## src/common/smb_pkg.sv

```systemverilog
/*
  Shared constants for the mailbox slave register bank: offsets, field
  positions, reset values and bus encodings.
  Assumes a 32-bit AHB-Lite data bus and 8-bit wide registers in the low lane.
*/
package smb_pkg;

  // Offset decode width inside the block's window
  localparam int OFS_W = 12;

  // Register offsets, one aligned word each
  localparam logic [11:0] OFS_DATA = 12'h000;
  localparam logic [11:0] OFS_ADDR_LO = 12'h004;
  localparam logic [11:0] OFS_ADDR_HI = 12'h008;
  localparam logic [11:0] OFS_CONTROL = 12'h00c;
  localparam logic [11:0] OFS_BYTE_CNT = 12'h010;
  localparam logic [11:0] OFS_FLAGS1 = 12'h014;
  localparam logic [11:0] OFS_MASK1 = 12'h018;
  localparam logic [11:0] OFS_FORCE1 = 12'h01c;
  localparam logic [11:0] OFS_FLAGS2 = 12'h020;
  localparam logic [11:0] OFS_MASK2 = 12'h024;
  localparam logic [11:0] OFS_FORCE2 = 12'h028;

  // Address windows relative to the base
  localparam logic [11:0] WIN_SLAVE_HI = 12'h3ff;
  localparam logic [11:0] WIN_MASTER_LO = 12'h400;
  localparam logic [11:0] WIN_MASTER_HI = 12'h4ff;

  // Control field positions
  localparam int CTL_WIDE = 0;
  localparam int CTL_STRETCH = 1;
  localparam int CTL_REF_ADDR = 3;
  localparam int CTL_REF_DATA = 4;
  localparam int CTL_SRC = 5;
  localparam logic [7:0] CTL_MASK = 8'h3b;

  // Group one flag positions
  localparam int IRQ1_DONE = 7;
  localparam int IRQ1_STOP = 6;
  localparam int IRQ1_TX_FULL = 5;
  localparam int IRQ1_TX_EMPTY = 4;
  localparam int IRQ1_TX_AEMPTY = 3;
  localparam int IRQ1_RX_FULL = 2;

  // Group two flag positions and implemented bits
  localparam int IRQ2_CLK_HIGH_TO = 6;
  localparam int IRQ2_CLK_LOW_TO = 5;
  localparam int IRQ2_CHECK_VALUE = 4;
  localparam int IRQ2_CHECK_VALID = 3;
  localparam int IRQ2_RESOLVE_CMD = 2;
  localparam int IRQ2_STOP_ERR = 1;
  localparam int IRQ2_START_ERR = 0;
  localparam logic [7:0] FLAGS2_MASK = 8'h7f;
  localparam logic [7:0] MASK2_MASK = 8'h67;

  // Reset values
  localparam logic [7:0] RST_BYTE_CNT = 8'h00;
  localparam logic [7:0] RST_IRQ = 8'h00;
  localparam logic [7:0] RST_CONTROL = 8'h00;
  localparam logic [9:0] DEF_OWN_ADDR = 10'h05a;
  localparam logic [31:0] DEF_BASE_ADDR = 32'h0000_0000;

  // AHB-Lite encodings
  localparam int HTRANS_ACTIVE = 1;
  localparam logic [2:0] HSIZE_WORD = 3'h2;

  typedef enum logic [1:0] {RSP_OK, RSP_ERR1, RSP_ERR2} smb_resp_type;

endpackage

```

## src/smb_ahb_if.sv

```systemverilog
/*
  AHB-Lite slave front end: decodes the block window, issues read requests in
  the address phase and write requests in the data phase, answers ERROR.
  Assumes the interconnect drives hready and that reads are answered with
  zero wait states by the register bank.
*/
module smb_ahb_if
  import smb_pkg::*;
#(
  parameter int ADDR_W = 32,
  parameter logic [31:0] BASE_ADDR = DEF_BASE_ADDR,
  parameter bit MASTER_EN = 1'b1
) (
  // Clock and reset
  input wire logic ref_clk,
  input wire logic reset,
  // AHB-Lite slave
  input wire logic hsel,
  input wire logic [ADDR_W-1:0] haddr,
  input wire logic [1:0] htrans,
  input wire logic hwrite,
  input wire logic [2:0] hsize,
  input wire logic hready,
  output logic hreadyout,
  output logic hresp,
  // Requests to the bank
  output logic rdReq,
  output logic rdMaster,
  output logic [11:0] rdOfs,
  output logic wrReq,
  output logic wrMaster,
  output logic [11:0] wrOfs
);

  logic [ADDR_W-1:0] relAddr;
  logic [31:0] relWide;
  logic inSlave;
  logic inMaster;
  logic accept;
  logic good;
  logic bad;
  logic wrPend_ff, nxt_wrPend;
  logic wrMaster_ff, nxt_wrMaster;
  logic [11:0] wrOfs_ff, nxt_wrOfs;
  smb_resp_type rsp_ff, nxt_rsp;

  // Window decode relative to the base
  assign relAddr = haddr - BASE_ADDR[ADDR_W-1:0];
  assign relWide = 32'(relAddr);
  assign rdOfs = relWide[11:0];
  assign inSlave = (relWide[31:12] == 20'h0) && (rdOfs <= WIN_SLAVE_HI);
  assign inMaster = MASTER_EN && (relWide[31:12] == 20'h0) &&
                    (rdOfs >= WIN_MASTER_LO) && (rdOfs <= WIN_MASTER_HI);

  assign accept = hsel && hready && htrans[HTRANS_ACTIVE];
  // Only the low lane carries register data; higher lanes alone are ignored
  assign good = accept && (inSlave || inMaster) && (hsize <= HSIZE_WORD);
  assign bad = accept && !good;

  assign rdReq = good && !hwrite;
  assign rdMaster = inMaster;

  always_comb begin
    nxt_wrPend = good && hwrite && (rdOfs[1:0] == 2'b00);
    nxt_wrMaster = inMaster;
    nxt_wrOfs = rdOfs;
    nxt_rsp = rsp_ff;
    unique case (rsp_ff)
      RSP_OK: nxt_rsp = bad ? RSP_ERR1 : RSP_OK;
      RSP_ERR1: nxt_rsp = RSP_ERR2;
      RSP_ERR2: nxt_rsp = bad ? RSP_ERR1 : RSP_OK;
    endcase
  end

  always_ff @(posedge ref_clk) begin
    if (reset) begin
      wrPend_ff <= 1'b0;
      wrMaster_ff <= 1'b0;
      wrOfs_ff <= 12'h000;
      rsp_ff <= RSP_OK;
    end else begin
      wrPend_ff <= nxt_wrPend;
      wrMaster_ff <= nxt_wrMaster;
      wrOfs_ff <= nxt_wrOfs;
      rsp_ff <= nxt_rsp;
    end
  end

  // Two-cycle ERROR: first with the bus held, then released
  assign hreadyout = (rsp_ff != RSP_ERR1);
  assign hresp = (rsp_ff != RSP_OK);
  assign wrReq = wrPend_ff;
  assign wrMaster = wrMaster_ff;
  assign wrOfs = wrOfs_ff;

endmodule

```

## src/smb_regs.sv

```systemverilog
/*
  Register bank of the mailbox slave: data port, own address, control,
  expected byte count and two groups of interrupt flags, masks and forces.
  Assumes the slave controller supplies one-cycle event pulses and the
  received byte, and takes configuration levels and push/pop strobes.
*/
// Functional notes
// - Build option includes or removes master register window access.
// - Base address parameter; register offsets decode relative to it.
// - Host address input width is a parameter from 1 to 32.
// - Each register is one 32-bit word, offsets four bytes apart.
// - Own address low holds bits 6:0, resets to parameter, host-writable.
// - Own address high holds bits 9:7, resets to parameter, host-writable.
// - Control: wide address, stretch, refuse address, refuse data, read source.
// - Expected byte count register, resets to zero, read/write.
// - Group one flags reset zero; writing one clears, zero keeps.
// - Group one mask resets zero, one enable per source.
// - Group one force register write-only, sets flags, reads zero.
// - Group two flags reset zero, write one to clear, seven sources.
// - Interrupt output is low during and after reset.
// - External writes go to receive queue; reads from queue or file.
module smb_regs
  import smb_pkg::*;
#(
  parameter int ADDR_W = 32,
  parameter logic [31:0] BASE_ADDR = DEF_BASE_ADDR,
  parameter bit MASTER_EN = 1'b1,
  parameter logic [9:0] OWN_ADDR = DEF_OWN_ADDR,
  parameter bit WIDE_ADDR = 1'b0
) (
  // Clock and reset
  input wire logic ref_clk,
  input wire logic reset,
  // AHB-Lite slave
  input wire logic hsel,
  input wire logic [ADDR_W-1:0] haddr,
  input wire logic [1:0] htrans,
  input wire logic hwrite,
  input wire logic [2:0] hsize,
  input wire logic [31:0] hwdata,
  input wire logic hready,
  output logic hreadyout,
  output logic hresp,
  output logic [31:0] hrdata,
  // Interrupt
  output logic irqOut,
  // Host data port to the queues
  input wire logic [7:0] rxByte,
  output logic rxPop,
  output logic [7:0] txByte,
  output logic txPush,
  // Configuration to the slave controller
  output logic [9:0] ownAddress,
  output logic wideAddressEnable,
  output logic clockStretchEnable,
  output logic refuseAddress,
  output logic refuseData,
  output logic readSourceSelect,
  output logic [7:0] expectedByteCount,
  // Events from the slave controller
  input wire logic [7:0] groupOneEvent,
  input wire logic [6:0] groupTwoEvent,
  // External master data routing
  input wire logic [7:0] extWrByte,
  input wire logic extWrValid,
  output logic [7:0] rxFifoWrByte,
  output logic rxFifoWrEn,
  input wire logic [7:0] txFifoByte,
  input wire logic [7:0] fileByte,
  output logic [7:0] slaveReadByte,
  // Master controller register window
  output logic mstRdReq,
  output logic [7:0] mstRdOfs,
  input wire logic [7:0] mstRdata,
  output logic mstWrReq,
  output logic [7:0] mstWrOfs,
  output logic [7:0] mstWdata
);

  logic rdReq;
  logic rdMaster;
  logic [11:0] rdOfs;
  logic wrReq;
  logic wrMaster;
  logic [11:0] wrOfs;
  logic [7:0] wByte;

  logic [6:0] ownLo_ff, nxt_ownLo;
  logic [2:0] ownHi_ff, nxt_ownHi;
  logic [7:0] ctl_ff, nxt_ctl;
  logic [7:0] byteCnt_ff, nxt_byteCnt;
  logic [7:0] flags1_ff, nxt_flags1;
  logic [7:0] mask1_ff, nxt_mask1;
  logic [7:0] flags2_ff, nxt_flags2;
  logic [7:0] mask2_ff, nxt_mask2;
  logic irq_ff, nxt_irq;
  logic [31:0] hrdata_ff, nxt_hrdata;
  logic [7:0] txByte_ff, nxt_txByte;
  logic txPush_ff, nxt_txPush;
  logic [7:0] rxWrByte_ff, nxt_rxWrByte;
  logic rxWrEn_ff, nxt_rxWrEn;
  logic [7:0] slvRd_ff, nxt_slvRd;
  logic mstWrReq_ff, nxt_mstWrReq;
  logic [7:0] mstWrOfs_ff, nxt_mstWrOfs;
  logic [7:0] mstWdata_ff, nxt_mstWdata;

  // Write strobe for one slave register
  function automatic logic hitWr(input logic req, input logic mst,
                                 input logic [11:0] ofs, input logic [11:0] reg_ofs);
    hitWr = req && !mst && (ofs == reg_ofs);
  endfunction

  smb_ahb_if #(
    .ADDR_W(ADDR_W),
    .BASE_ADDR(BASE_ADDR),
    .MASTER_EN(MASTER_EN)
  ) u_ahb (
    .ref_clk(ref_clk),
    .reset(reset),
    .hsel(hsel),
    .haddr(haddr),
    .htrans(htrans),
    .hwrite(hwrite),
    .hsize(hsize),
    .hready(hready),
    .hreadyout(hreadyout),
    .hresp(hresp),
    .rdReq(rdReq),
    .rdMaster(rdMaster),
    .rdOfs(rdOfs),
    .wrReq(wrReq),
    .wrMaster(wrMaster),
    .wrOfs(wrOfs)
  );

  assign wByte = hwdata[7:0];

  // Configuration and flag registers
  always_comb begin
    nxt_ownLo = ownLo_ff;
    nxt_ownHi = ownHi_ff;
    nxt_ctl = ctl_ff;
    nxt_byteCnt = byteCnt_ff;
    nxt_mask1 = mask1_ff;
    nxt_mask2 = mask2_ff;
    if (hitWr(wrReq, wrMaster, wrOfs, OFS_ADDR_LO)) begin
      nxt_ownLo = wByte[6:0];
    end
    if (hitWr(wrReq, wrMaster, wrOfs, OFS_ADDR_HI)) begin
      nxt_ownHi = wByte[2:0];
    end
    if (hitWr(wrReq, wrMaster, wrOfs, OFS_CONTROL)) begin
      nxt_ctl = wByte & CTL_MASK;
    end
    if (hitWr(wrReq, wrMaster, wrOfs, OFS_BYTE_CNT)) begin
      nxt_byteCnt = wByte;
    end
    if (hitWr(wrReq, wrMaster, wrOfs, OFS_MASK1)) begin
      nxt_mask1 = wByte;
    end
    if (hitWr(wrReq, wrMaster, wrOfs, OFS_MASK2)) begin
      nxt_mask2 = wByte & MASK2_MASK;
    end
    // An event in the clearing cycle survives: set is applied after clear
    nxt_flags1 = flags1_ff;
    if (hitWr(wrReq, wrMaster, wrOfs, OFS_FLAGS1)) begin
      nxt_flags1 = flags1_ff & ~wByte;
    end
    nxt_flags1 = nxt_flags1 | groupOneEvent;
    if (hitWr(wrReq, wrMaster, wrOfs, OFS_FORCE1)) begin
      nxt_flags1 = nxt_flags1 | wByte;
    end
    nxt_flags2 = flags2_ff;
    if (hitWr(wrReq, wrMaster, wrOfs, OFS_FLAGS2)) begin
      nxt_flags2 = flags2_ff & ~wByte;
    end
    nxt_flags2 = (nxt_flags2 | {1'b0, groupTwoEvent}) & FLAGS2_MASK;
    if (hitWr(wrReq, wrMaster, wrOfs, OFS_FORCE2)) begin
      nxt_flags2 = nxt_flags2 | (wByte & MASK2_MASK);
    end
    // Check flags have no enable, so they never reach the output
    nxt_irq = |(nxt_flags1 & nxt_mask1) || |(nxt_flags2 & nxt_mask2);
  end

  always_ff @(posedge ref_clk) begin
    if (reset) begin
      ownLo_ff <= OWN_ADDR[6:0];
      ownHi_ff <= OWN_ADDR[9:7];
      ctl_ff <= RST_CONTROL | {7'h00, WIDE_ADDR};
      byteCnt_ff <= RST_BYTE_CNT;
      flags1_ff <= RST_IRQ;
      mask1_ff <= RST_IRQ;
      flags2_ff <= RST_IRQ;
      mask2_ff <= RST_IRQ;
      irq_ff <= 1'b0;
    end else begin
      ownLo_ff <= nxt_ownLo;
      ownHi_ff <= nxt_ownHi;
      ctl_ff <= nxt_ctl;
      byteCnt_ff <= nxt_byteCnt;
      flags1_ff <= nxt_flags1;
      mask1_ff <= nxt_mask1;
      flags2_ff <= nxt_flags2;
      mask2_ff <= nxt_mask2;
      irq_ff <= nxt_irq;
    end
  end

  // Read data, taken in the address phase from next values so that a write
  // in the preceding data phase is already visible
  always_comb begin
    nxt_hrdata = hrdata_ff;
    if (rdReq) begin
      nxt_hrdata = 32'h0000_0000;
      if (rdMaster) begin
        nxt_hrdata = {24'h00_0000, mstRdata};
      end else begin
        unique case (rdOfs)
          OFS_DATA: nxt_hrdata = {24'h00_0000, rxByte};
          OFS_ADDR_LO: nxt_hrdata = {25'h000_0000, nxt_ownLo};
          OFS_ADDR_HI: nxt_hrdata = {29'h0000_0000, nxt_ownHi};
          OFS_CONTROL: nxt_hrdata = {24'h00_0000, nxt_ctl};
          OFS_BYTE_CNT: nxt_hrdata = {24'h00_0000, nxt_byteCnt};
          OFS_FLAGS1: nxt_hrdata = {24'h00_0000, nxt_flags1};
          OFS_MASK1: nxt_hrdata = {24'h00_0000, nxt_mask1};
          OFS_FLAGS2: nxt_hrdata = {24'h00_0000, nxt_flags2};
          OFS_MASK2: nxt_hrdata = {24'h00_0000, nxt_mask2};
          // Force registers and reserved words read as zero
          default: nxt_hrdata = 32'h0000_0000;
        endcase
      end
    end
  end

  // Data port strobes and routing of the external master's traffic
  always_comb begin
    nxt_txPush = hitWr(wrReq, wrMaster, wrOfs, OFS_DATA);
    nxt_txByte = nxt_txPush ? wByte : txByte_ff;
    nxt_rxWrEn = extWrValid;
    nxt_rxWrByte = extWrValid ? extWrByte : rxWrByte_ff;
    nxt_slvRd = ctl_ff[CTL_SRC] ? fileByte : txFifoByte;
    nxt_mstWrReq = wrReq && wrMaster;
    nxt_mstWrOfs = nxt_mstWrReq ? wrOfs[7:0] : mstWrOfs_ff;
    nxt_mstWdata = nxt_mstWrReq ? wByte : mstWdata_ff;
  end

  always_ff @(posedge ref_clk) begin
    if (reset) begin
      hrdata_ff <= 32'h0000_0000;
      txByte_ff <= 8'h00;
      txPush_ff <= 1'b0;
      rxWrByte_ff <= 8'h00;
      rxWrEn_ff <= 1'b0;
      slvRd_ff <= 8'h00;
      mstWrReq_ff <= 1'b0;
      mstWrOfs_ff <= 8'h00;
      mstWdata_ff <= 8'h00;
    end else begin
      hrdata_ff <= nxt_hrdata;
      txByte_ff <= nxt_txByte;
      txPush_ff <= nxt_txPush;
      rxWrByte_ff <= nxt_rxWrByte;
      rxWrEn_ff <= nxt_rxWrEn;
      slvRd_ff <= nxt_slvRd;
      mstWrReq_ff <= nxt_mstWrReq;
      mstWrOfs_ff <= nxt_mstWrOfs;
      mstWdata_ff <= nxt_mstWdata;
    end
  end

  // Pop in the address phase, so the byte lands in hrdata at the same edge
  assign rxPop = rdReq && !rdMaster && (rdOfs == OFS_DATA);
  assign mstRdReq = rdReq && rdMaster;
  assign mstRdOfs = rdOfs[7:0];

  assign hrdata = hrdata_ff;
  assign irqOut = irq_ff;
  assign txByte = txByte_ff;
  assign txPush = txPush_ff;
  assign rxFifoWrByte = rxWrByte_ff;
  assign rxFifoWrEn = rxWrEn_ff;
  assign slaveReadByte = slvRd_ff;
  assign mstWrReq = mstWrReq_ff;
  assign mstWrOfs = mstWrOfs_ff;
  assign mstWdata = mstWdata_ff;

  assign ownAddress = {ownHi_ff, ownLo_ff};
  assign wideAddressEnable = ctl_ff[CTL_WIDE];
  assign clockStretchEnable = ctl_ff[CTL_STRETCH];
  assign refuseAddress = ctl_ff[CTL_REF_ADDR];
  assign refuseData = ctl_ff[CTL_REF_DATA];
  assign readSourceSelect = ctl_ff[CTL_SRC];
  assign expectedByteCount = byteCnt_ff;

endmodule

```

## config.mk

```make
export PLATFORM = sky130hd
export DESIGN_NAME = smb_regs
export DESIGN_NICKNAME = d
export VERILOG_FILES = /design/src/common/smb_pkg.sv /design/src/smb_ahb_if.sv /design/src/smb_regs.sv
export SDC_FILE = /design/constraint.sdc
export NUM_CORES = 1
export LEC_CHECK = 0
export BUFFER_PORTS_ARGS = -buffer_cell sky130_fd_sc_hd__buf_2
export CAP_MARGIN = 20
export CORE_MARGIN = 1.5
export CORE_UTILIZATION = 50
export CTS_CLUSTER_SIZE = 16
export DETAILED_ROUTE_END_ITERATION = 10
export HOLD_SLACK_MARGIN = 0.1
export PLACE_DENSITY = 0.84
export SKIP_CTS_REPAIR_TIMING = 1
export SLEW_MARGIN = 25
export SYNTH_ARGS = -nofsm -noshare
export SYNTH_HDL_FRONTEND = slang
export SYNTH_SLANG_ARGS = --single-unit
```

## constraint.sdc

```tcl
create_clock -name ref_clk -period 4.3 [get_ports ref_clk]
set_input_delay 0.43 -clock ref_clk [delete_from_list [all_inputs] [get_ports ref_clk]]
set_output_delay 0.43 -clock ref_clk [all_outputs]
set_load 0.005 [all_outputs]
```

After elaboration in Yosys (flattened, before gate mapping)
Index checks and enable logic that the tools add are counted.

Output and inout bits: 111. Bits of input ports: 130. Bits in registers: 149. Logic and storage cells: 113.

Reduce and logical (&&, ||, !) cells: 42. Order comparisons: 4. Bitwise gates (word level): 9. Muxes and demuxes: 15. Equality and inequality tests: 21.

Operators by type and width (number): == test 12 x 5 -> 1 bit, second input constant (7); case mux 8 bit (9 select lines) (1); 2-to-1 mux 8 bit (8); == test 12 x 6 -> 1 bit, second input constant (5); == test 12 x 4 -> 1 bit, second input constant (4); logical AND 1 bit (27); == test 12 x 3 -> 1 bit, second input constant (2); zero test 12 bit (2); 2-to-1 mux 7 bit (3); zero test 20 bit (1); bitwise AND 8 bit (2); bitwise OR 8 bit (2); OR reduction 8 bit (2); bitwise OR 7 bit (2); >= comparator 12 x 11 -> 1 bit, second input constant (1); <= comparator 12 x 10 -> 1 bit, second input constant (1); <= comparator 12 x 11 -> 1 bit, second input constant (1); bitwise AND 7 x 8 -> 8 bit (1); NOT 8 bit (1); bitwise AND 7 bit (1); zero test 1 bit (4); zero test 2 bit (2); case mux 2 bit (2 select lines) (1); <= comparator 3 x 2 -> 1 bit, second input constant (1); 8 further kinds (9).

Depth between registers and ports, before layout
Gate-level depths: netlist of the first run.

Word-level depth: 10. Mapped depth: 8. Gate-level depth less buffers: 7.

Modules after synthesis
Synthesis of the first run repeated with hierarchy kept, for this count alone.

Cell total of the unflattened synthesis: 635. Area total of the unflattened synthesis: 5775.5 µm².

Modules (own cells, without submodules): smb_regs (cells each 568, seq. area each 2182.1 µm², instances 1, area each 5097.4 µm²); smb_ahb_if (cells each 67, seq. area each 320.3 µm², instances 1, area each 678.2 µm²).

Least setup slack after synthesis of the first run
No wires, ideal clock.

Path kind: input to output. Start: input haddr[16]. End: output mstRdReq. Arrival: 2.004 ns. Required time: 3.870 ns. Setup slack: 1.866 ns. Buffers on the path: 1. Cell stages on the path: 5. Cell sequence: nor4_1 > nand4_1 > nor4_1 > clkbuf_1 > and2_1.

Cells in the longest elaborated chain, start to end: 8. Elaborated cells on any way between the ends: 9. Those cells by class: 9 x reduce/logical.

RTL lines: from (decl) (line smb_regs.sv:36) `input wire logic [ADDR_W-1:0] haddr,`; zero test 20 bit (*) (line smb_ahb_if.sv:51, smb_ahb_if.sv:52); logical AND 1 bit (line smb_ahb_if.sv:52) `assign inMaster = MASTER_EN && (relWide[31:12] == 20'h0) &&`; logical AND 1 bit (line smb_ahb_if.sv:53) `(rdOfs >= WIN_MASTER_LO) && (rdOfs <= WIN_MASTER_HI);`; logical OR 1 bit (line smb_ahb_if.sv:57) `assign good = accept && (inSlave || inMaster) && (hsize <= HSIZE_WORD);`; logical AND 1 bit (2 in a row) (line smb_ahb_if.sv:57); logical AND 1 bit (line smb_ahb_if.sv:60) `assign rdReq = good && !hwrite;`; logical AND 1 bit (*) (line smb_regs.sv:273) `assign mstRdReq = rdReq && rdMaster;`; to (decl) (line smb_regs.sv:72) `output logic mstRdReq,`.

Every way passes the cells marked *; elsewhere a longest branch is shown, timed or not.

Worst setup path after layout of the first run
Start: register u_ahb.wrOfs_ff[3] (netlist: u_ahb.wrOfs[3]). End: register hrdata_ff[3] (netlist: hrdata[3]).

Cells in the longest elaborated chain, start to end: 8. Elaborated cells on any way between the ends: 33. Those cells by class: 9 x eq/ne; 11 x mux; 4 x bitwise; 9 x reduce/logical.

RTL lines: from (decl) (line smb_ahb_if.sv:44) `logic [11:0] wrOfs_ff, nxt_wrOfs;`; from (signal assigned) (line smb_ahb_if.sv:84) `wrOfs_ff <= nxt_wrOfs;`; == test 12 x 6 -> 1 bit / == test 12 x 5 -> 1 bit (equally long branches) (line smb_regs.sv:110) `hitWr = req && !mst && (ofs == reg_ofs);`; logical AND 1 bit (line smb_regs.sv:110); 2-to-1 mux 7 bit / 2-to-1 mux 8 bit (equally long branches) (line smb_regs.sv:174, smb_regs.sv:166); bitwise OR 7 bit / bitwise OR 8 bit (equally long branches) (line smb_regs.sv:177, smb_regs.sv:169); bitwise OR 7 bit / bitwise OR 8 bit (equally long branches) (line smb_regs.sv:179, smb_regs.sv:171); 2-to-1 mux 7 bit / 2-to-1 mux 8 bit (equally long branches) (line smb_regs.sv:178, smb_regs.sv:170); case mux 8 bit (9 select lines) (*) (line smb_regs.sv:218) `unique case (rdOfs)`; 2-to-1 mux 8 bit (*) (line smb_regs.sv:215) `if (rdMaster) begin`; to (signal assigned) (line smb_regs.sv:259) `hrdata_ff <= nxt_hrdata;`; to (decl) (line smb_regs.sv:97) `logic [31:0] hrdata_ff, nxt_hrdata;`.

Marked as above. A chain may end at the register's enable or synchronous reset.

==> results of run 1 <==
==> per-layer routing <==
metal  vias up  global-route usage [%]  wire length [um]
met4         0                    10.2               380
met3        51                    7.11              1580
li1       2486                       -                 -
met2       312                    44.4              7690
met5         -                       0                 0
met1      2494                    36.9              6890
==> power by group through the flow <==
| stage | combinational (W) | clock, W | sequential, W |
|---|---|---|---|
| 2_1_floorplan | 0.000110 | 0 | 0.00122 |
| 3_3_place_gp | 0.000174 | 0 | 0.00123 |
| 3_5_place_dp | 0.000177 | 0 | 0.00123 |
| 4_1_cts | 0.000178 | 0.00149 | 0.00120 |
| 5_1_grt | 0.000197 | 0.00154 | 0.00120 |
| 6_report | 0.000182 | 0.00148 | 0.00120 |
==> state kept, by name (all words and copies together) (netlist names) <==
| name | flops |
|---|---|
| ctl_ff | 8 |
| txByte | 8 |
| flags1_ff | 8 |
| mstWdata | 8 |
| mstWrOfs | 8 |
| irqOut | 1 |
| slaveReadByte | 8 |
| mstWrReq | 1 |
| flags2_ff | 7 |
| u_ahb.wrReq | 1 |
| rxFifoWrEn | 1 |
| ownHi_ff | 3 |
| rxFifoWrByte | 8 |
| expectedByteCount | 8 |
| u_ahb.wrMaster | 1 |
| mask1_ff | 8 |
| mask2_ff | 8 |
| ownLo_ff | 7 |
| txPush | 1 |
| hrdata | 8 |
| u_ahb.wrOfs | 12 |
| u_ahb.rsp_ff | 2 |
==> cell families after synthesis <==
group / share of synthesized area [%]
DFF: 45.2
other: 0.0678
buffers and inverters: 7.28
muxes: 11.1
AOI/OAI and AO/OA: 12.6
and+or+nand+nor: 23.7
==> stage by stage <==
stage / std cells / hold slack [ns]
after floorplan: 646 / 0.425
after global placement: 915 / 0.441
after detailed placement: 915 / 0.443
after CTS: 947 / 0.137
after global routing: 947 / 0.138
final: 947 / 0.148
==> path summary, 6_finish.rpt <==
kind,cells past startpoint,to,from
max,7,hrdata[3],u_ahb.wrOfs[3]
min,3,rxFifoWrByte[3],extWrByte[3]
max reg2reg,7,hrdata[3],u_ahb.wrOfs[3]
min reg2reg,2,mstWdata[0],mstWdata[0]
==> critical path: stages, from the launching register on <==
cell and delay, ns:
sky130_fd_sc_hd__dfxtp_1 0.66, sky130_fd_sc_hd__nor4b_1 0.46, sky130_fd_sc_hd__nand4_2 0.45, sky130_fd_sc_hd__mux2i_1 0.44, sky130_fd_sc_hd__nor2_1 0.09, sky130_fd_sc_hd__a221o_1 0.26, sky130_fd_sc_hd__nor4_1 0.48, sky130_fd_sc_hd__o22ai_1 0.17
==> layout make-up <==
class                      instances  area [um2]
timing repair buffer             194         981
multi-input combinational        447        2730
clock buffer                      20         455
clock inverter                    12         159
tap                              140         175
inverter                           9        33.8
sequential                       125        2500
fill                             912        3760
==> cell usage in the layout (no fill, tap or decap), types with 5 or more instances in the layout <==
cell / netlist / final
sky130_fd_sc_hd__nor4_1: 11 / 10
sky130_fd_sc_hd__clkbuf_16: 0 / 16
sky130_fd_sc_hd__nand2b_1: 6 / 6
sky130_fd_sc_hd__conb_1: 1 / 24
sky130_fd_sc_hd__nand2_1: 63 / 63
sky130_fd_sc_hd__nor3_1: 13 / 12
sky130_fd_sc_hd__nand3_1: 6 / 6
sky130_fd_sc_hd__mux2i_1: 60 / 60
sky130_fd_sc_hd__a311oi_1: 7 / 7
sky130_fd_sc_hd__o22ai_1: 21 / 21
sky130_fd_sc_hd__a21oi_1: 30 / 30
sky130_fd_sc_hd__nor2b_1: 17 / 17
sky130_fd_sc_hd__nand4_1: 5 / 5
sky130_fd_sc_hd__o21ai_0: 5 / 5
sky130_fd_sc_hd__dfxtp_1: 125 / 125
sky130_fd_sc_hd__nor4b_1: 5 / 5
sky130_fd_sc_hd__buf_2: 1 / 190
sky130_fd_sc_hd__and2_1: 8 / 8
sky130_fd_sc_hd__and3_1: 7 / 7
sky130_fd_sc_hd__nor2_1: 104 / 103
sky130_fd_sc_hd__inv_1: 9 / 9
==> parameters.txt, run 1 <==
Parameter                              Value

Drt
  Post-detailed-routing wire length ... 16.5 mm
  DR WL/cell ... 17.5 um
  Number of design-rule violations left by the first detailed-router iteration ... about 530
  Via Count ... 5,343
  Via count normalized by instance count ... between 5 and 6
  Final antenna-violating net count ... 0
  Detailed-router iteration count before antenna repair ... 6
  Number of design rule violations left after detail routing ... 0

Floorplanning
  Die outline area ... ~0.012 mm2
  Ports ... 241
  X dimension of the die ... 108 um
  Die height ... around 110 um
  Starting utilization of the core area ... 51.2%
  Area of the core ... about 0.011 mm2
  Row count ... 38

Logic synthesis
  Number of instances in the synthesized netlist ... 623
  Most instantiated flip-flop cell in the synthesis netlist ... sky130_fd_sc_hd__dfxtp_1
  Portion of the post-synthesis area used by sequential elements ... 45.2%
  List of most frequent post-synthesis cells ... 125 x sky130_fd_sc_hd__dfxtp_1, 104 x sky130_fd_sc_hd__nor2_1, 63 x sky130_fd_sc_hd__nand2_1
  Mapped cell area ... 0.00553 mm2
  #FFs+latches synth ... 125
  Area share of the largest cell type after synthesis ... a little under half
  Synth async-reset ratio ... 0%
  Number of unique standard cell types used by synthesis ... 54
  Number of flops mapped to enable cells by yosys ... 0
  Most area-consuming cells after synthesis ... sky130_fd_sc_hd__dfxtp_1 45%, sky130_fd_sc_hd__mux2i_1 11%, sky130_fd_sc_hd__nor2_1 7.1%
  Mean instance size in the synthesized netlist ... 8.88 um2
  Most frequently used cell type in the post-synthesis netlist ... sky130_fd_sc_hd__dfxtp_1
  Number of synthesis warnings ... 0
  Library cell occupying the most area in the post-synthesis netlist ... sky130_fd_sc_hd__dfxtp_1

CTS
  Number of clock sinks seen by CTS ... 125
  Clock tree from TritonCTS ... built
  Maximum clock path buffer count ... 2
  Clock transition time at the flip-flop clock pins of the worst setup and hold paths ... 0.06 ns
  Clock root buffer ... sky130_fd_sc_hd__clkbuf_8
  CTS Buf Count ... 17
  Maximum level of the CTS H-tree ... 4
  Worst skew pair latency ... 0.52 ns

Run
  Number of max-cap violations ... 0

Setup path
  Setup slack, reg-to-reg ... roughly 1.1 ns
  Critical path endpoint category ... register
  Critical path start-end classification ... register to register
  Type of origin of the critical path ... register
  Worst EP required ... 4.67 ns
  Highest fanout seen on the critical path ... 15
  Data arrival time of the critical path ... 3.52 ns

Global route
  Vias in the first global route ... 4,763
  Overflow left after global routing ... 0
  Number of antenna violations at the first check in global routing ... 0
  Maximum number of pins on one net before global-route repair ... 88
  GRT Resource Usage Total ... 28.0%
  Global-route wire length before repair ... between 20 and 25 mm

Pwr
  Internal power consumption ... 0.00219 W
  Static Leakage ... 3.22 nW
  Psw ... 0.000667 W
  Power density cells ... 407 mW/mm2
  Switching fraction of total power ... between 20% and 30%
  Total Power Consumption ... 0.00286 W
  Peak supply drop ... 0.224 mV
  Proportion of power drawn by combinational gates ... around 6.3%
  Sequential power share ... 42.0%
  Part of the power in the clock network ... 51.7%

STA
  Headroom to the max-slew limit ... 36.2%
  Final min period ... 3.15 ns
  Transition at the pin with the smallest max-transition slack ... between 0.9 and 1 ns
  Fin worst setup slack ... 1.15 ns
  Final total negative setup slack ... 0 ns
  Worst clock skew on the final layout ... about 0.0095 ns
  RSZ-0062 raised after global routing ... no
  Setup-failing EPs final ... 0
  Final cycle utilization of the critical path ... 73.3%
  Highest clock frequency the design can meet ... 317 MHz
  Number of max-slew violations in the final report ... 0
  Final Hold Fails ... 0

Place
  Placement Setup Slack ... 1.34 ns
  Input/output buffers ... 191
  Final estimated routing congestion in global placement ... between 0.9 and 1
  Hpwl dp ... 11.5 mm
  Area post-placement ... ~0.0064 mm2

Layout
  Ratio of cells with drive above 1 in the final layout ... 30.5%
  Layout Cell Area excl Fill ... 0.00703 mm2
  Utilization after layout ... 65.2%
  Area Overhead vs Synth ... 27.1%
  Post-layout nets ... 924
  Ant. Diodes ... 0

Min path
  Worst hold path class ... input port to register

Run status
  Status ... finished, final reports clean
Note: power is estimated with default switching activity, not from simulation.
==> inputs of run 2 (changes only) <==
CORE_UTILIZATION = 43   (was 50)
PLACE_DENSITY = 0.76   (was 0.84)
clock period = 2.9 ns   (was 4.3 ns; I/O delays follow)
==> run 2 against run 1 <==
Compared with the run above:
- die area up 16%
- critical path depth unchanged
- count of clock-buffer cells in the layout rose by 6
- register-to-register slack worse by 1.2 ns
- non-clock buffer count is 25 higher
- power rose by 50%
- the run now ends with setup timing left
- sequential cell count stayed put
- setup slack got worse by 1.2 ns
- via count is 0.73% lower
- combinational power grew 55%
- global-route usage is 3.7 points lower
- sequential share of layout area down 1.2 points
==> parameters.txt, run 2 (synthesis results as in run 1) <==
Parameter                              Value

Run status
  Status ... complete, but fails checks
  Violated checks ... setup timing

Drt
  Final antenna-violating net count ... 0 (unchanged)
  Detailed-router iteration count before antenna repair ... 6 (unchanged)
  Post-detailed-routing wire length ... 16.7 mm (+0.98%)
  Number of design-rule violations left by the first detailed-router iteration ... 483 (-9.6%)
  Number of design rule violations left after detail routing ... 0 (unchanged)
  DR WL/cell ... 16.7 um (-4.7%)
  Via Count ... 5,304 (-0.73%)
  Via count normalized by instance count ... 5.29 (-6.3%)

STA
  Headroom to the max-slew limit ... 42.4% (+6.2 points)
  Highest clock frequency the design can meet ... 336 MHz (+5.9%)
  Final cycle utilization of the critical path ... 103% (+29 points)
  Setup-failing EPs final ... 1 (+1)
  Fin worst setup slack ... -0.0780 ns (-1.22 ns)
  Final Hold Fails ... 0 (unchanged)
  Final min period ... 2.98 ns (-0.176 ns)
  Worst hold-check slack ... 0.112 ns (-0.0361 ns)
  Worst clock skew on the final layout ... 0.0105 ns (+0.00102 ns)
  Transition at the pin with the smallest max-transition slack ... 0.858 ns (-0.0971 ns)
  Final total negative setup slack ... -0.0780 ns (-0.0780 ns)
  Number of max-slew violations in the final report ... 0 (unchanged)

Floorplanning
  Die outline area ... 0.0136 mm2 (+16%)
  X dimension of the die ... 116 um (+7.6%)
  Row count ... 41 (+7.9%)
  Area of the core ... 0.0126 mm2 (+16%)
  Ports ... 241 (unchanged)
  Starting utilization of the core area ... 44.0% (-7.2 points)
  Die height ... 116 um (+7.6%)

CTS
  Maximum clock path buffer count ... 2 (unchanged)
  Clock tree from TritonCTS ... built
  Maximum level of the CTS H-tree ... 4 (unchanged)
  Clock root buffer ... sky130_fd_sc_hd__clkbuf_16
  Clock transition time at the flip-flop clock pins of the worst setup and hold paths ... 0.05 ns (about the same)
  CTS Buf Count ... 17 (unchanged)
  Worst skew pair latency ... 0.42 ns (-0.10 ns)
  Number of clock sinks seen by CTS ... 125 (unchanged)

Setup path
  Startpoint of the most critical register-to-register path ... u_ahb.wrOfs[0]
  Worst EP required ... 3.15 ns (-1.52 ns)
  Worst setup path endpoint ... irqOut
  Critical path cell sequence ... nor4_4 -> nand3_1 -> o21a_1 -> a311oi_1 -> o22ai_1 -> nor4_1 -> a31oi_1
  Data arrival time of the critical path ... 3.23 ns (-0.29 ns)
  CP max stage cell ... sky130_fd_sc_hd__a311oi_1
  End of the worst register-to-register path ... irqOut
  Highest fanout seen on the critical path ... 5 (-10)
  Critical path start-end classification ... register to register
  Type of origin of the critical path ... register
  FF-to-FF path depth ... 7 (unchanged)
  CP max stage delay ... 0.71 ns (+0.05 ns)
  Critical path endpoint category ... register
  Setup slack, reg-to-reg ... -0.08 ns (-1.22 ns)
  Start point of the critical path ... u_ahb.wrOfs[0]

Global route
  Met2 Usage GRT ... 38.6% (-5.8 points)
  Global-route wire length before repair ... 25.1 mm (+1.3%)
  Number of antenna violations at the first check in global routing ... 0 (unchanged)
  Met3 GRT Util ... 4.93% (-2.2 points)
  GRT Resource Usage Total ... 24.3% (-3.7 points)
  Maximum number of pins on one net before global-route repair ... 65 (-26%)
  Routing layer with the top usage in global route ... met2
  Overflow left after global routing ... 0 (unchanged)
  Vias in the first global route ... 4,774 (+0.23%)
  Met1 GRT Util ... 32.8% (-4.1 points)

Layout
  Filler Cells Inserted ... 1,146 (+26%)
  Largest register FFs ... 12 (unchanged)
  Post-layout nets ... 949 (+2.7%)
  Ant. Diodes ... 0 (unchanged)
  Utilization after layout ... 57.9% (-7.3 points)
  Area Overhead vs Synth ... 31.6%
  Ratio of cells with drive above 1 in the final layout ... 32.4% (+1.9 points)
  Most frequent cells in the layout ... 190 x sky130_fd_sc_hd__buf_2, 125 x sky130_fd_sc_hd__dfxtp_1, 104 x sky130_fd_sc_hd__nor2_1
  Most common cell after layout, fill and taps aside ... sky130_fd_sc_hd__buf_2

Place
  Final estimated routing congestion in global placement ... 0.931 (+0.28%)
  Input/output buffers ... 191 (unchanged)
  Placement Setup Slack ... 0.162 ns (-1.18 ns)
  Hpwl dp ... 12.2 mm (+5.7%)

Pwr
  Peak supply drop ... 0.361 mV (+62%)
  Power density cells ... 589 mW/mm2 (+45%)
  Static Leakage ... 3.35 nW (+4.0%)
  Total Power Consumption ... 0.00429 W (+50%)

Min path
  Worst hold path class ... input port to register
  Number of cells on the worst hold path ... 3 (unchanged)

Run
  Number of max-cap violations ... 0 (unchanged)
-- run 2: cell types whose count changed in the layout (fill, tap and decap cells not counted), sizes merged --
cell,before,now
buf,194,219
clkbuf,20,26
inv,12,9
clkinvlp,2,1
clkinv,4,1
-- run 2: how the worst min path moves through the flow --
| stage | startpoint | to | slack [ns] |
|---|---|---|---|
| 3_3_place_gp | mstWrOfs[7] | mstWrOfs[7] | 0.44 |
| 4_1_cts | txFifoByte[1] | slaveReadByte[1] | 0.11 |
| 2_1_floorplan | groupTwoEvent[0] | flags2_ff[0] | 0.41 |
| 6_report | txFifoByte[1] | slaveReadByte[1] | 0.11 |
| 5_1_grt | txFifoByte[6] | slaveReadByte[6] | 0.13 |
| 3_5_place_dp | ctl_ff[2] | ctl_ff[2] | 0.44 |
-- run 2: power by group --
part | internal (W) | switching (W) | total (W)
logic | 0.000122 | 0.000161 | 0.000283
registers | 0.00176 | 0.0000233 | 0.00178
clock network | 0.00148 | 0.000740 | 0.00222
total | 0.00336 | 0.000923 | 0.00429
-- run 2: cell type report --
cell class | count | area [um2] | area share, %
Sequential cell | 125 | 2500 | 34.4
Inverter | 9 | 33.8 | 0.464
Timing Repair Buffer | 219 | 1170 | 16.1
Clock buffer | 26 | 519 | 7.14
Tap cell | 172 | 215 | 2.96
Clock inverter | 5 | 103 | 1.41
Multi-Input combinational cell | 447 | 2740 | 37.6
-- run 2: worst max-delay path: cells and delay by family (launching register included) --
| family | cells | cell delay (ns) |
|---|---|---|
| AO/OA/AOI/OAI | 4 | 1.35 |
| flip-flops | 1 | 0.35 |
| AND/OR/NAND/NOR | 3 | 1.12 |
-- run 2: per-layer routing --
metal	part of all wire [%]	vias to the layer above
met5	0	-
met3	6.8	34
met2	46	239
met4	2.4	0
met1	45	2492
li1	-	2539
-- run 2: metrics by stage --
step           cells  area (um2)
2_1_floorplan    646        5620
3_3_place_gp     972        6640
3_5_place_dp     972        6640
4_1_cts         1003        7260
5_1_grt         1003        7280
6_report        1003        7280
==> inputs of run 3 (changes only) <==
BUFFER_PORTS_ARGS = -buffer_cell sky130_fd_sc_hd__buf_4   (was -buffer_cell sky130_fd_sc_hd__buf_2)
CORE_UTILIZATION = 44   (was 43)
PLACE_DENSITY = unset   (was 0.76)
PLACE_DENSITY_LB_ADDON = 0.05   (was unset)
SYNTH_HIERARCHICAL = 1   (was unset)
==> run 3 against run 2 <==
Compared with the run above:
- the run now ends clean
- die area is 2.0% higher
- sequential share of layout area is 1.8 points lower
- maximum frequency is 16% higher
- wire length is 2.5% higher
- clock power is 11% lower
- non-clock buffer count is 11 lower
- via count is 0.96% lower
- setup slack better by 0.42 ns
- combinational power is 21% higher
- sequential cell count stayed put
- count of clock-buffer cells in the layout is 2 lower
- worst hold slack worse by 0.0077 ns
- largest cell class unchanged
==> parameters.txt, run 3 <==
Parameter                              Value

STA
  RSZ-0062 raised after global routing ... no
  Worst clock skew on the final layout ... 0.00725 ns (-0.00324 ns)
  Final cycle utilization of the critical path ... 88.3% (-14 points)
  Transition at the pin with the smallest max-transition slack ... 0.742 ns (-0.116 ns)
  Final Hold Fails ... 0 (unchanged)
  Setup-failing EPs final ... 0 (-1)
  Highest clock frequency the design can meet ... 391 MHz (+16%)
  Final min period ... 2.56 ns (-0.418 ns)
  Headroom to the max-slew limit ... 50.6% (+8.1 points)
  Number of max-slew violations in the final report ... 0 (unchanged)

Setup path
  Highest fanout seen on the critical path ... 7 (+2)
  Worst EP required ... 3.16 ns (about the same)
  Start point of the critical path ... u_ahb/wrOfs[2]
  Setup slack, reg-to-reg ... 0.34 ns (+0.42 ns)
  End of the worst register-to-register path ... hrdata[6]
  CP max stage cell ... sky130_fd_sc_hd__dfxtp_1
  Critical path endpoint category ... register
  Type of origin of the critical path ... register
  FF-to-FF path depth ... 6 (-1)
  Critical path start-end classification ... register to register
  CP max stage delay ... 0.53 ns (-0.18 ns)
  Data arrival time of the critical path ... 2.82 ns (-0.41 ns)
  Startpoint of the most critical register-to-register path ... u_ahb/wrOfs[2]
  Critical path cell sequence ... nor4b_4 -> and4_1 -> nand2_1 -> a221o_1 -> a211oi_1 -> a221oi_1

Logic synthesis
  Most frequently used cell type in the post-synthesis netlist ... sky130_fd_sc_hd__dfxtp_1
  Simple-gate portion of the synthesized area ... 25.0% (+1.3 points)
  Number of flops mapped to enable cells by yosys ... 0 (unchanged)
  Portion of the post-synthesis area used by sequential elements ... 43.3% (-1.9 points)
  List of most frequent post-synthesis cells ... 125 x sky130_fd_sc_hd__dfxtp_1, 80 x sky130_fd_sc_hd__nor2_1, 76 x sky130_fd_sc_hd__nand2_1
  Adder-cell share of the synthesized area ... 0% (unchanged)
  Mapped cell area ... 0.00578 mm2 (+4.4%)
  #FFs+latches synth ... 125 (unchanged)
  Portion of netlist area occupied by mux cells ... 9.27% (-1.8 points)
  Dominant combinational cell family by area after synthesis ... simple AND/OR/NAND/NOR gates
  Number of instances in the synthesized netlist ... 635 (+1.9%)
  Synthesized-area fraction occupied by ao, oa, aoi and oai cells ... 12.9% (+0.26 points)
  Xor-xnor portion of the synthesized cell area ... 0% (unchanged)
  Mean instance size in the synthesized netlist ... 9.10 um2 (+2.5%)
  Library cell occupying the most area in the post-synthesis netlist ... sky130_fd_sc_hd__dfxtp_1
  Synth async-reset ratio ... 0% (unchanged)
  Area share of the largest cell type after synthesis ... 43.3% (-1.9 points)
  Most area-consuming cells after synthesis ... sky130_fd_sc_hd__dfxtp_1 43%, sky130_fd_sc_hd__mux2i_1 9.0%, sky130_fd_sc_hd__nor2_1 5.2%
  Number of synthesis warnings ... 6 (+6)
  Number of unique standard cell types used by synthesis ... 64 (+19%)
  Most instantiated flip-flop cell in the synthesis netlist ... sky130_fd_sc_hd__dfxtp_1

Drt
  Final antenna-violating net count ... 0 (unchanged)
  Number of design rule violations left after detail routing ... 0 (unchanged)
  DR WL/cell ... 17.2 um (+3.5%)
  Via Count ... 5,253 (-0.96%)
  Post-detailed-routing wire length ... 17.1 mm (+2.5%)
  Number of design-rule violations left by the first detailed-router iteration ... 376 (-22%)
  Detailed-router iteration count before antenna repair ... 5 (-1)
  Via count normalized by instance count ... 5.29 (about the same)

Global route
  Global-route wire length before repair ... 26.3 mm (+5.0%)
  Vias in the first global route ... 4,939 (+3.5%)
  Maximum number of pins on one net before global-route repair ... 104 (+60%)
  GRT Resource Usage Total ... 24.6% (+0.25 points)
  Overflow left after global routing ... 0 (unchanged)
  Number of antenna violations at the first check in global routing ... 0 (unchanged)

Place
  Hpwl dp ... 12.6 mm (+3.5%)
  Input/output buffers ... 191 (unchanged)
  Area post-placement ... 0.00710 mm2 (+6.9%)
  Final estimated routing congestion in global placement ... 0.885 (-4.9%)
  Cell count after placement ... 957 (-1.5%)

Layout
  Ratio of cells with drive above 1 in the final layout ... 32.4% (about the same)
  Most common cell after layout, fill and taps aside ... sky130_fd_sc_hd__buf_4
  Ant. Diodes ... 0 (unchanged)
  Largest register FFs ... 12 (unchanged)
  Filler Cells Inserted ... 1,191 (+3.9%)
  Most frequent cells in the layout ... 206 x sky130_fd_sc_hd__buf_4, 125 x sky130_fd_sc_hd__dfxtp_1, 80 x sky130_fd_sc_hd__nor2_1
  Post-layout nets ... 939 (-1.1%)
  Area Overhead vs Synth ... 33.1%
  Layout Cell Area excl Fill ... 0.00769 mm2 (+5.6%)
  Number of non-filler instances in the completed layout ... 993 (-1.0%)

Floorplanning
  Row count ... 41 (unchanged)
  Die height ... 118 um (+1.0%)
  Area of the core ... 0.0127 mm2 (+1.2%)
  X dimension of the die ... 118 um (+1.0%)
  Die outline area ... 0.0138 mm2 (+2.0%)
  Ports ... 241 (unchanged)
  Starting utilization of the core area ... 45.4% (+1.4 points)

CTS
  Maximum clock path buffer count ... 2 (unchanged)
  Clock transition time at the flip-flop clock pins of the worst setup and hold paths ... 0.05 ns (about the same)
  Clock tree from TritonCTS ... built
  Clock root buffer ... sky130_fd_sc_hd__clkbuf_16
  Number of clock sinks seen by CTS ... 125 (unchanged)
  CTS Buf Count ... 17 (unchanged)
  Worst skew pair latency ... 0.42 ns (about the same)
  Maximum level of the CTS H-tree ... 4 (unchanged)

Run status
  Status ... finished, final reports clean

Pwr
  Peak supply drop ... 0.355 mV (-1.7%)
  Power density cells ... 532 mW/mm2 (-9.7%)
  Static Leakage ... 3.48 nW (+4.0%)

Run
  Number of max-cap violations ... 0 (unchanged)

Min path
  Worst hold path class ... input port to register
  Worst Hold Launch ... txFifoByte[0]
  Number of cells on the worst hold path ... 3 (unchanged)
  Hold EP ... slaveReadByte[0]
run 3: cell count changes in the layout (fill, tap and decap cells not counted), sizes merged, moves of 7 or more:
cell	before	now
nor2	104	81
nand2	64	76
nand4	6	16
a22oi	0	9
a311oi	7	0
buf	219	207
a221oi	5	12
mux2i	60	52
nor2b	17	25
and3	7	0
nor3	15	7
run 3: stage by stage:
| step | hold slack (ns) | setup WS (ns) | util, % | setup TNS, ns | total power (W) |
|---|---|---|---|---|---|
| 3_3_place_gp | 0.446 | 0.0531 | 55.8 | 0 | 0.00214 |
| 4_1_cts | 0.0978 | 0.119 | 60.1 | 0 | 0.00410 |
| 5_1_grt | 0.101 | 0.195 | 60.4 | 0 | 0.00423 |
| 3_5_place_dp | 0.448 | -0.0487 | 55.8 | -0.0487 | 0.00215 |
| 6_report | 0.104 | 0.340 | 60.4 | 0 | 0.00409 |
| 2_1_floorplan | 0.362 | 0.743 | - | 0 | 0.00200 |
run 3: kinds of logic (layout without fill, tap and decap cells):
kind of cell    Yosys count  after routing
buf+inv                  87            250
simple gates            265            265
other cells               1             24
compound gates          104            104
flops                   125            125
mux                      53             53
run 3: area by class of cell:
type	count	area (um2)	area share (%)
Sequential cell	125	2500	32.6
Clock buffer	24	482	6.27
Inverter	11	41.3	0.537
Multi-Input combinational cell	446	2820	36.6
Timing Repair Buffer	208	1570	20.4
Clock inverter	7	63.8	0.830
Tap cell	172	215	2.80
run 3: how the worst max path moves through the flow:
stage,endpoint,depth (start not counted)
floorplan,hrdata[5],9
global placement,hrdata[5],10
detailed placement,hrdata[5],10
CTS,hrdata[6],7
global route,hrdata[5],10
finish,hrdata[6],6
run 3: power breakdown:
part | switching [W] | internal [W]
Sequential | 0.0000252 | 0.00176
Combinational | 0.000161 | 0.000181
Clock | 0.000732 | 0.00123
run 3: critical path, delay by kind of cell (launching register included):
family | cells | cell delay, ns
compound gates | 3 | 0.92
flops | 1 | 0.53
simple gates | 3 | 0.94
run 3: per-layer routing:
layer	global-route usage, %	wire [um]
met5	0	0
met4	8.61	395
met3	6.64	1210
met2	41.5	8380
met1	30.2	7140
